===== src/rtl/rcfs_cfg.svh =====
`ifndef RCFS_CFG_SVH
`define RCFS_CFG_SVH

// Register indices; byte address is four times the index
`define RCFS_IDX_STATUS 6'h07
`define RCFS_IDX_CTRL 6'h10
`define RCFS_IDX_INT_STS 6'h11
`define RCFS_IDX_INT_CLR 6'h12
`define RCFS_IDX_INT_EN 6'h13

// Status register reset value, undetermined bits taken as zero
`define RCFS_STATUS_RST 8'h42
`define RCFS_THR_RST 6'h08
`define RCFS_THR_W 6
`define RCFS_FIFO_DEPTH 7'h40

// Event bits of the interrupt status, clear and enable registers
`define RCFS_NUM_EV 5
`define RCFS_EV_CRC_DONE 0
`define RCFS_EV_FIELD_ON 1
`define RCFS_EV_FIELD_OFF 2
`define RCFS_EV_NEAR_FULL 3
`define RCFS_EV_NEAR_EMPTY 4

// Frequency measurement
`define RCFS_CLK_MHZ 125
`define RCFS_FREQ_WIN_NS 8000
`define RCFS_FREQ_LO_MHZ 12
`define RCFS_FREQ_HI_MHZ 15

`endif


===== src/rtl/rcfs_pkg.sv =====
`default_nettype none

package rcfs_pkg;

	// Bit 7 down to bit 0 of the status register
	typedef struct packed {
		logic freq_ok;
		logic crc_zero;
		logic crc_done;
		logic irq_pend;
		logic tmr_act;
		logic fld;
		logic hi;
		logic lo;
	} rcfs_status_s;

	typedef struct packed {
		logic start;
		logic busy;
		logic result_zero;
		logic done;
	} rcfs_crc_s;

	typedef struct packed {
		logic running;
		logic gated_mode;
		logic en_bits;
	} rcfs_tmr_s;

	typedef struct packed {
		logic [7:0] comm_req;
		logic [7:0] comm_en;
		logic [7:0] misc_req;
		logic [7:0] misc_en;
	} rcfs_irq_src_s;

	typedef enum logic {
		RCFS_BUS_IDLE,
		RCFS_BUS_ACK
	} rcfs_bus_e;

	typedef struct packed {
		rcfs_bus_e bus;
		logic waitreq;
		logic [31:0] rdata;
		logic [2:0] rx_sync;
		logic [1:0] fld_sync;
		logic [9:0] win_cnt;
		logic [7:0] edge_cnt;
		rcfs_status_s sts;
		logic [5:0] thr;
		logic [4:0] int_sts;
		logic [4:0] int_en;
		logic irq;
	} rcfs_state_s;

endpackage

`default_nettype wire


===== src/rtl/rcfs_status_bank.sv =====
// What this block does
// (RQ1) Frequency flag set when receive frequency is above 12, below 15 MHz.
// (RQ2) From 9-12 MHz or 15-19 MHz the frequency flag may read either level.
// (RQ3) Checksum-zero flag: result zero; low while computing, one on success.
// (RQ4) Checksum-zero undefined in frames; software uses checksum fail flag.
// (RQ5) Checksum-done sets when calculation ends; valid for compute command.
// (RQ6) Pending flag is OR of requesting sources whose enable bits are set.
// (RQ7) Timer-active high while the timer runs and will decrement next tick.
// (RQ8) Gated mode: timer-active follows register enable only, not the gate.
// (RQ9) Field-present follows current field detection without latching.
// (RQ10) Near-full high exactly when 64 minus fill count is at most threshold.
// (RQ11) Near-empty high exactly when fill count is at most threshold.
// (RQ12) Status at index 07h, read-only, reset pattern X100X01X.
// (RQ13) Writes to status address change no flag; bits derive from sources.
//
// The Avalon-MM register port is this design's own decision.
`include "rcfs_cfg.svh"
`default_nettype none

module rcfs_status_bank
	import rcfs_pkg::*;
(
	// Clock and reset
	input wire logic core_clk_i,
	input wire logic rst_b_i,
	// Avalon-MM slave
	input wire logic [7:0] avs_address_i,
	input wire logic avs_read_i,
	input wire logic avs_write_i,
	input wire logic [31:0] avs_writedata_i,
	input wire logic [3:0] avs_byteenable_i,
	output logic [31:0] avs_readdata_o,
	output logic avs_waitrequest_o,
	// Pins
	input wire logic rx_field_i,
	input wire logic field_detect_i,
	// Source units, same clock
	input wire rcfs_crc_s crc_i,
	input wire rcfs_tmr_s tmr_i,
	input wire rcfs_irq_src_s irq_src_i,
	input wire logic [6:0] fifo_fill_count_i,
	// Status, threshold and interrupt
	output rcfs_status_s status_o,
	output logic [`RCFS_THR_W-1:0] fifo_threshold_o,
	output logic irq_o
);

	localparam int WIN_CYC = `RCFS_FREQ_WIN_NS * `RCFS_CLK_MHZ / 1000;
	localparam int LO_EDGES = `RCFS_FREQ_LO_MHZ * `RCFS_FREQ_WIN_NS / 1000;
	localparam int HI_EDGES = `RCFS_FREQ_HI_MHZ * `RCFS_FREQ_WIN_NS / 1000;
	localparam logic [9:0] WIN_LAST = 10'(WIN_CYC - 1);
	localparam logic [7:0] LO_CNT = 8'(LO_EDGES);
	localparam logic [7:0] HI_CNT = 8'(HI_EDGES);

	localparam rcfs_state_s ST_RST = '{
		bus: RCFS_BUS_IDLE,
		waitreq: 1'b1,
		rdata: 32'h0,
		rx_sync: 3'h0,
		fld_sync: 2'h0,
		win_cnt: 10'h0,
		edge_cnt: 8'h0,
		sts: `RCFS_STATUS_RST,
		thr: `RCFS_THR_RST,
		int_sts: 5'h0,
		int_en: 5'h0,
		irq: 1'b0
	};

	rcfs_state_s st;
	rcfs_state_s st_nxt;
	logic rx_edge;
	logic [7:0] edge_inc;
	logic [5:0] idx;
	logic wr_take;
	logic [4:0] ev;
	logic [4:0] clr;
	logic [31:0] rd_val;
	logic [6:0] room;

	assign idx = avs_address_i[7:2];

	always_comb
	begin
		st_nxt = st;
		ev = 5'h0;
		clr = 5'h0;
		rd_val = 32'h0;
		wr_take = 1'b0;

		// Pins pass two flops; the third stage only feeds edge detect
		st_nxt.rx_sync = {st.rx_sync[1:0], rx_field_i};
		st_nxt.fld_sync = {st.fld_sync[0], field_detect_i};
		rx_edge = st.rx_sync[1] & ~st.rx_sync[2];

		// Saturate so very high frequencies never wrap into range
		if (rx_edge && st.edge_cnt != 8'hFF)
			edge_inc = st.edge_cnt + 8'h01;
		else
			edge_inc = st.edge_cnt;

		// Edge count over a fixed window; quantisation of one edge
		// blurs the 125 kHz just above 12 MHz and just below 15 MHz
		if (st.win_cnt == WIN_LAST)
		begin
			st_nxt.win_cnt = 10'h0;
			st_nxt.edge_cnt = 8'h0;
			st_nxt.sts.freq_ok = (edge_inc > LO_CNT) && (edge_inc < HI_CNT); // RQ1 RQ2
		end
		else
		begin
			st_nxt.win_cnt = st.win_cnt + 10'h001;
			st_nxt.edge_cnt = edge_inc;
		end

		// Value in frames is whatever the engine reports
		st_nxt.sts.crc_zero = crc_i.busy ? 1'b0 : crc_i.result_zero; // RQ3 RQ4

		// Finish wins over a new start in the same cycle
		if (crc_i.done)
			st_nxt.sts.crc_done = 1'b1; // RQ5
		else if (crc_i.start)
			st_nxt.sts.crc_done = 1'b0;

		st_nxt.sts.irq_pend = |(irq_src_i.comm_req & irq_src_i.comm_en)
			| |(irq_src_i.misc_req & irq_src_i.misc_en); // RQ6

		if (tmr_i.gated_mode)
			st_nxt.sts.tmr_act = tmr_i.en_bits; // RQ8
		else
			st_nxt.sts.tmr_act = tmr_i.running; // RQ7

		st_nxt.sts.fld = st.fld_sync[1]; // RQ9

		room = 7'(`RCFS_FIFO_DEPTH - fifo_fill_count_i);
		st_nxt.sts.hi = room <= {1'b0, st.thr}; // RQ10
		st_nxt.sts.lo = fifo_fill_count_i <= {1'b0, st.thr}; // RQ11

		// Rising edges of the checksum-done, field, near-full and near-empty flags, and the falling edge of the field flag, raise sticky events
		ev[`RCFS_EV_CRC_DONE] = st_nxt.sts.crc_done & ~st.sts.crc_done;
		ev[`RCFS_EV_FIELD_ON] = st_nxt.sts.fld & ~st.sts.fld;
		ev[`RCFS_EV_FIELD_OFF] = ~st_nxt.sts.fld & st.sts.fld;
		ev[`RCFS_EV_NEAR_FULL] = st_nxt.sts.hi & ~st.sts.hi;
		ev[`RCFS_EV_NEAR_EMPTY] = st_nxt.sts.lo & ~st.sts.lo;

		case (idx)
			`RCFS_IDX_STATUS: rd_val = {24'h0, st.sts}; // RQ12
			`RCFS_IDX_CTRL: rd_val = {26'h0, st.thr};
			`RCFS_IDX_INT_STS: rd_val = {27'h0, st.int_sts};
			`RCFS_IDX_INT_EN: rd_val = {27'h0, st.int_en};
			default: rd_val = 32'h0;
		endcase

		// One wait cycle: data latched on take, write on the ack edge
		case (st.bus)
			RCFS_BUS_IDLE:
			begin
				if (avs_read_i || avs_write_i)
				begin
					st_nxt.bus = RCFS_BUS_ACK;
					st_nxt.waitreq = 1'b0;
					st_nxt.rdata = avs_read_i ? rd_val : 32'h0;
				end
			end
			RCFS_BUS_ACK:
			begin
				st_nxt.bus = RCFS_BUS_IDLE;
				st_nxt.waitreq = 1'b1;
				wr_take = avs_write_i & avs_byteenable_i[0];
			end
			default:
			begin
				st_nxt.bus = RCFS_BUS_IDLE;
				st_nxt.waitreq = 1'b1;
			end
		endcase

		// Status index has no write path at all
		if (wr_take)
		begin
			case (idx)
				`RCFS_IDX_CTRL:
					st_nxt.thr = avs_writedata_i[`RCFS_THR_W-1:0];
				`RCFS_IDX_INT_CLR: clr = avs_writedata_i[4:0];
				`RCFS_IDX_INT_EN: st_nxt.int_en = avs_writedata_i[4:0];
				default: st_nxt.thr = st.thr; // RQ13
			endcase
		end

		// Set wins over clear
		st_nxt.int_sts = (st.int_sts & ~clr) | ev;
		st_nxt.irq = |(st_nxt.int_sts & st_nxt.int_en);
	end

	always_ff @(posedge core_clk_i or negedge rst_b_i)
	begin
		if (!rst_b_i)
			st <= ST_RST;
		else
			st <= st_nxt;
	end

	assign avs_readdata_o = st.rdata;
	assign avs_waitrequest_o = st.waitreq;
	assign status_o = st.sts;
	assign fifo_threshold_o = st.thr;
	assign irq_o = st.irq;

	a_freq_in_band: assert property ( // RQ1
		@(posedge core_clk_i) disable iff (!rst_b_i)
		(st.win_cnt == WIN_LAST && edge_inc > LO_CNT && edge_inc < HI_CNT)
		|=> st.sts.freq_ok)
		else $error("frequency flag low for in-band count");

	a_freq_out_band: assert property ( // RQ1
		@(posedge core_clk_i) disable iff (!rst_b_i)
		(st.win_cnt == WIN_LAST && edge_inc <= LO_CNT)
		|=> !st.sts.freq_ok)
		else $error("frequency flag high for low count");

	a_crc_busy_zero: assert property ( // RQ3
		@(posedge core_clk_i) disable iff (!rst_b_i)
		crc_i.busy |=> !st.sts.crc_zero)
		else $error("checksum zero flag high while busy");

	a_crc_done_set: assert property ( // RQ5
		@(posedge core_clk_i) disable iff (!rst_b_i)
		crc_i.done ##1 !crc_i.start[*2] |=> st.sts.crc_done)
		else $error("checksum done flag not held");

	a_irq_pend_or: assert property ( // RQ6
		@(posedge core_clk_i) disable iff (!rst_b_i)
		rst_b_i |=> st.sts.irq_pend == $past(|(irq_src_i.comm_req
			& irq_src_i.comm_en) | |(irq_src_i.misc_req
			& irq_src_i.misc_en)))
		else $error("interrupt pending flag mismatch");

	a_timer_gated: assert property ( // RQ8
		@(posedge core_clk_i) disable iff (!rst_b_i)
		(tmr_i.gated_mode && tmr_i.en_bits && !tmr_i.running)
		|=> st.sts.tmr_act)
		else $error("timer flag follows gate in gated mode");

	a_field_follow: assert property ( // RQ9
		@(posedge core_clk_i) disable iff (!rst_b_i)
		(!field_detect_i)[*3] |=> !st.sts.fld)
		else $error("field flag latched after field loss");

	a_near_full: assert property ( // RQ10
		@(posedge core_clk_i) disable iff (!rst_b_i)
		rst_b_i
		|=> st.sts.hi == $past(7'(`RCFS_FIFO_DEPTH - fifo_fill_count_i)
			<= {1'b0, st.thr}))
		else $error("near full flag mismatch");

	a_near_empty: assert property ( // RQ11
		@(posedge core_clk_i) disable iff (!rst_b_i)
		rst_b_i |=> st.sts.lo == $past(fifo_fill_count_i <= {1'b0, st.thr}))
		else $error("near empty flag mismatch");

	a_status_read: assert property ( // RQ12
		@(posedge core_clk_i) disable iff (!rst_b_i)
		(st.bus == RCFS_BUS_IDLE && avs_read_i
			&& idx == `RCFS_IDX_STATUS)
		|=> !avs_waitrequest_o && avs_readdata_o == {24'h0, $past(st.sts)})
		else $error("status read returned wrong value");

	a_wait_one: assert property (
		@(posedge core_clk_i) disable iff (!rst_b_i)
		(st.bus == RCFS_BUS_IDLE && (avs_read_i || avs_write_i))
		|=> !avs_waitrequest_o ##1 avs_waitrequest_o)
		else $error("bus answer not one cycle");

	a_thr_unchanged: assert property ( // RQ13
		@(posedge core_clk_i) disable iff (!rst_b_i)
		(wr_take && idx == `RCFS_IDX_STATUS) |=> $stable(st.thr)
			&& $stable(st.int_en))
		else $error("status write changed state");

	a_freq_high_band: assert property ( // RQ1
		@(posedge core_clk_i) disable iff (!rst_b_i)
		(st.win_cnt == WIN_LAST && edge_inc >= HI_CNT)
		|=> !st.sts.freq_ok)
		else $error("frequency flag high for high count");

	a_freq_hold: assert property ( // RQ1
		@(posedge core_clk_i) disable iff (!rst_b_i)
		st.win_cnt != WIN_LAST |=> $stable(st.sts.freq_ok))
		else $error("frequency flag moved inside a window");

	a_crc_zero_idle: assert property ( // RQ3
		@(posedge core_clk_i) disable iff (!rst_b_i)
		(rst_b_i && !crc_i.busy)
		|=> st.sts.crc_zero == $past(crc_i.result_zero))
		else $error("checksum zero flag not following result");

	a_crc_start_clear: assert property ( // RQ5
		@(posedge core_clk_i) disable iff (!rst_b_i)
		(crc_i.start && !crc_i.done) |=> !st.sts.crc_done)
		else $error("checksum done flag survived a new start");

	a_timer_free: assert property ( // RQ7
		@(posedge core_clk_i) disable iff (!rst_b_i)
		(rst_b_i && !tmr_i.gated_mode)
		|=> st.sts.tmr_act == $past(tmr_i.running))
		else $error("timer flag not following running state");

	a_field_rise: assert property ( // RQ9
		@(posedge core_clk_i) disable iff (!rst_b_i)
		(field_detect_i)[*3] |=> st.sts.fld)
		else $error("field flag low with field present");

	a_field_on_event: assert property (
		@(posedge core_clk_i) disable iff (!rst_b_i)
		(!st.sts.fld && st.fld_sync[1])
		|=> st.int_sts[`RCFS_EV_FIELD_ON])
		else $error("field on event not recorded");

	a_event_clear: assert property (
		@(posedge core_clk_i) disable iff (!rst_b_i)
		(wr_take && idx == `RCFS_IDX_INT_CLR
			&& avs_writedata_i[`RCFS_EV_FIELD_ON] && !ev[`RCFS_EV_FIELD_ON])
		|=> !st.int_sts[`RCFS_EV_FIELD_ON])
		else $error("event bit not cleared");

	a_event_sticky: assert property (
		@(posedge core_clk_i) disable iff (!rst_b_i)
		!(wr_take && idx == `RCFS_IDX_INT_CLR)
		|=> (st.int_sts & $past(st.int_sts)) == $past(st.int_sts))
		else $error("event bit dropped without a clear");

	a_irq_held: assert property (
		@(posedge core_clk_i) disable iff (!rst_b_i)
		((st.int_sts & st.int_en) != 5'h0 && !wr_take) |=> irq_o)
		else $error("interrupt dropped with enabled event set");

	a_ctrl_read: assert property (
		@(posedge core_clk_i) disable iff (!rst_b_i)
		(st.bus == RCFS_BUS_IDLE && avs_read_i && idx == `RCFS_IDX_CTRL)
		|=> avs_readdata_o == {26'h0, $past(st.thr)})
		else $error("threshold read returned wrong value");

	a_clear_read_zero: assert property (
		@(posedge core_clk_i) disable iff (!rst_b_i)
		(st.bus == RCFS_BUS_IDLE && avs_read_i && idx == `RCFS_IDX_INT_CLR)
		|=> avs_readdata_o == 32'h0)
		else $error("clear register read not zero");

	a_idle_waits: assert property (
		@(posedge core_clk_i) disable iff (!rst_b_i)
		(st.bus == RCFS_BUS_IDLE && !avs_read_i && !avs_write_i)
		|=> avs_waitrequest_o)
		else $error("answer without a request");

endmodule

`default_nettype wire


===== config.mk =====
export PLATFORM = sky130hd
export DESIGN_NAME = rcfs_status_bank
export DESIGN_NICKNAME = d
export VERILOG_FILES = /design/src/rtl/rcfs_pkg.sv /design/src/rtl/rcfs_status_bank.sv
export VERILOG_INCLUDE_DIRS = /design/src /design/src/rtl
export SDC_FILE = /design/constraint.sdc
export NUM_CORES = 1
export LEC_CHECK = 0
export BUFFER_PORTS_ARGS = -buffer_cell sky130_fd_sc_hd__buf_2
export CORE_ASPECT_RATIO = 0.5
export CORE_MARGIN = 5
export CORE_UTILIZATION = 48
export CTS_BUF_LIST = sky130_fd_sc_hd__clkbuf_16
export DETAILED_ROUTE_END_ITERATION = 10
export GPL_TIMING_DRIVEN = 0
export MAX_ROUTING_LAYER = met4
export PLACE_DENSITY_LB_ADDON = 0.08
export REMOVE_ABC_BUFFERS = 1
export SYNTH_ARGS = -nofsm -noshare
export SYNTH_HDL_FRONTEND = slang
export SYNTH_SLANG_ARGS = --single-unit

===== constraint.sdc =====
create_clock -name core_clk_i -period 2.7 [get_ports core_clk_i]
set_input_delay 0.135 -clock core_clk_i [delete_from_list [all_inputs] [get_ports core_clk_i]]
set_output_delay 0.135 -clock core_clk_i [all_outputs]
set_load 0.005 [all_outputs]

==> key figures <==
Outcome
  – Run status: completed

Die
  – Core area: 6670 µm²
  – Initial Utilization: 49.4%
  – Top Ports: around 140
  – Chip Width: approximately 130 µm
  – Number of placement rows: 21
  – Die Area: 8720 µm²
  – Die height: just under 70 µm

CTS
  – Worst-Skew Late Latency: 0.33 ns
  – CTS tree: done
  – CTS root buf: clkbuf_16
  – Clock Sinks: 58
  – Hold buffer count at CTS: 4
  – Clock Pin Slew Worst Setup and Hold Paths: 0.05 ns
  – Postcts setup bufs: 0
  – CTS buffer count: 9
  – Max clock buf depth: 2
  – CTS H-Tree Depth: 3
  – Quantity of gates resized following cts: 0

Worst setup path
  – Worst setup EP type: register
  – Critical R2R Launch: st[33]
  – Worst Setup SP: st[33]
  – Reg2Reg Setup Slack: roughly 0.4 ns
  – Required time worst endpoint: 2.94 ns
  – Max FO, Critical Path: 17
  – Critical path arrival: 2.55 ns
  – Setup CP Type: reg -> reg
  – R2R cell count: 5
  – Worst Setup EP: status_o[7]
  – FF-to-FF End: status_o[7]
  – Crit start category: register

Routing
  – WL per Instance: 14.2 µm
  – Drt pass-1 iters: 5
  – DR DRC count: 0
  – Routed vias/inst: ~5
  – Post-route ant nets: 0
  – WL final: a little over 7000 µm
  – Initial DRC count: roughly 120
  – Via count: 2538

STA
  – RSZ-0062 raised after global routing: no
  – Min cycle time layout: 2.30 ns
  – Final Setup Violations: 0
  – Max transition margin: 25.1%
  – Fin crit share: 85.3%
  – Worst slew pin tran: 1.11 ns
  – Final Slew Violations: 0
  – Fin Setup TNS: 0 ns
  – Max Freq: 434 MHz
  – Hold Fails Final Rpt: 0
  – Final Skew: about 0.0059 ns

Logic synthesis
  – Syn Area/Cell: around 10 µm²
  – Syn Inst Count: between 300 and 400
  – Mapped Area: ~3300 µm²
  – Yosys cell types: between 40 and 50
  – Ys Warns: 0
  – Yosys reg bits: 58
  – EDFF count, synth: 0
  – Primary FF master, synth: dfrtp_1
  – Sequential fraction of the synthesis area: 44.2%
  – Post-synth ARST share: 100%

Layout
  – Fin nets: 513
  – Share of layout cells above drive strength 1: 28.2%
  – Area grow syn2layout: 18.5%
  – Non-Filler Instances: 500
  – Inserted Diodes: 0

Placement
  – Post-DP HPWL: 5540 µm
  – DP Cell Count: between 400 and 500
  – # port buffers: 88
  – RePlAce Congestion: 0.802

Pwr
  – Internal power: 1810 µW
  – Sw Share: 26.3%
  – Clock share of power: 44.3%
  – Leakage: 0.00198 µW
  – Power Dens Cells: between 600 and 700 nW/µm²
  – Sequential power share: roughly two fifths
  – Gate power share: between 10 and 15%
  – Psw: 646 µW
  – Peak supply drop: 0.452 mV

GRT
  – GRT Total Usage: 17.5%
  – Largest net degree at the start of global routing: 59
  – Grt total ovfl: 0
  – First-pass GRT wire length: 11600 µm
  – Antenna violations before repair: 0
  – Vias in the first global route: between 2000 and 2500

Min path
  – Hold Path Class: in -> reg

Flow run
  – Max-Cap Viols: 0
## worst min-delay path by stage
stage,slack (ns),end,cells after the start,start
after global routing,0.005,status_o[6],2,crc_i[1]
after global placement,0.24,st[43],1,field_detect_i
after CTS,0.004,status_o[6],2,crc_i[1]
final,0.01,fifo_threshold_o[5],3,avs_writedata_i[5]
after floorplan,-0.16,avs_readdata_o[0],0,rst_b_i
after detailed placement,0.24,st[43],1,field_detect_i
## synthesized netlist by cell type, drive strengths merged (2+ instances only)
library cell,number,share of area (%)
a222oi,6,1.8
buf,49,11
a22o,13,3.5
a221oi,4,1.1
nand3,10,1.5
a211oi,3,0.84
or4b,2,0.61
clkbuf,3,0.34
nor2b,5,0.95
mux2,5,1.7
nand2,33,3.8
inv,16,1.8
and3,7,1.3
nand4,2,0.38
dfstp,4,3.2
nor2,20,2.3
xnor2,8,2.1
o21ai,13,2.0
mux2i,6,1.8
nor3,6,1.4
nand2b,5,0.95
nor4,2,0.38
and4,4,1.1
a21o,2,0.46
a32o,2,0.61
ha,14,5.3
o21a,3,0.68
nand3b,2,0.46
dfrtp,54,41
xor2,10,2.7
a21oi,3,0.46
## final cells by class
class / instances / area, µm²
timing repair buffer: 94 / 498
tap: 92 / 115
fill: 596 / 2770
clock inverter: 7 / 61.3
inverter: 16 / 60.1
multi-input combinational: 224 / 1490
sequential: 58 / 1460
clock buffer: 9 / 225
## state kept, by name, summed over array words and instances, names as in the netlist
register / flops
status_o: 8
avs_readdata_o: 8
fifo_threshold_o: 6
avs_waitrequest_o: 1
st: 34
irq_o: 1
## worst max-delay path, stage by stage (launching register included)
cell      delay (ns)
dfrtp_1         0.37
ha_1            0.25
nor4bb_1        0.38
and3_1          0.57
or4b_1          0.47
o21ai_0         0.17
## logic make-up (layout without fill, tap and decap cells)
logic type / count (synthesis) / in the layout / synth area share, %
adder cells (fa/ha/maj): 14 / 14 / 5.32
other: 1 / 24 / 0.114
XOR/XNOR: 18 / 18 / 4.78
AND/OR/NAND/NOR: 102 / 102 / 16.1
multiplexers: 11 / 11 / 3.53
buffers and inverters: 68 / 126 / 13.2
AO/OA/AOI/OAI: 55 / 55 / 12.8
flip-flops: 58 / 58 / 44.2
## per-layer routing
layer | up-vias | part of all wire [%] | GRT usage (%)
met5 | - | 0 | -
met4 | 0 | 1.2 | 6.42
met3 | 10 | 6.8 | 5.46
met2 | 71 | 47 | 28.0
met1 | 1220 | 45 | 21.3
li1 | 1237 | - | -
## placed cells by master (no fill, tap or decap), types with 9 or more instances in the layout
cell type  count
buf_2         88
dfrtp_1       54
nand2_1       33
conb_1        24
nor2_1        20
inv_1         17
ha_1          14
o21ai_0       13
a22o_1        13
nand3_1       10
xor2_1        10
clkbuf_16      9
## power by group through the flow
stage                     Combinational [µW]  Clock, µW  Sequential, µW
after global placement                   341          0            1020
final                                    357       1090            1010
after global routing                     408       1150            1020
after CTS                                359       1110            1010
after detailed placement                 352          0            1030
after floorplan                          214          0            1010
## metrics by stage
stage                     util, %  hold slack [ns]  setup slack, ns  area [µm²]  total power, µW
after floorplan                 -           -0.161            0.525        3010             1230
after global placement       53.4            0.244           0.0357        3560             1360
after detailed placement     53.4            0.244            0.212        3570             1380
after CTS                    58.3          0.00397            0.391        3890             2480
after global routing         58.5          0.00495            0.143        3910             2580
final                        58.5           0.0128            0.396        3910             2460
No activity file was read; power rests on OpenSTA's default activity.
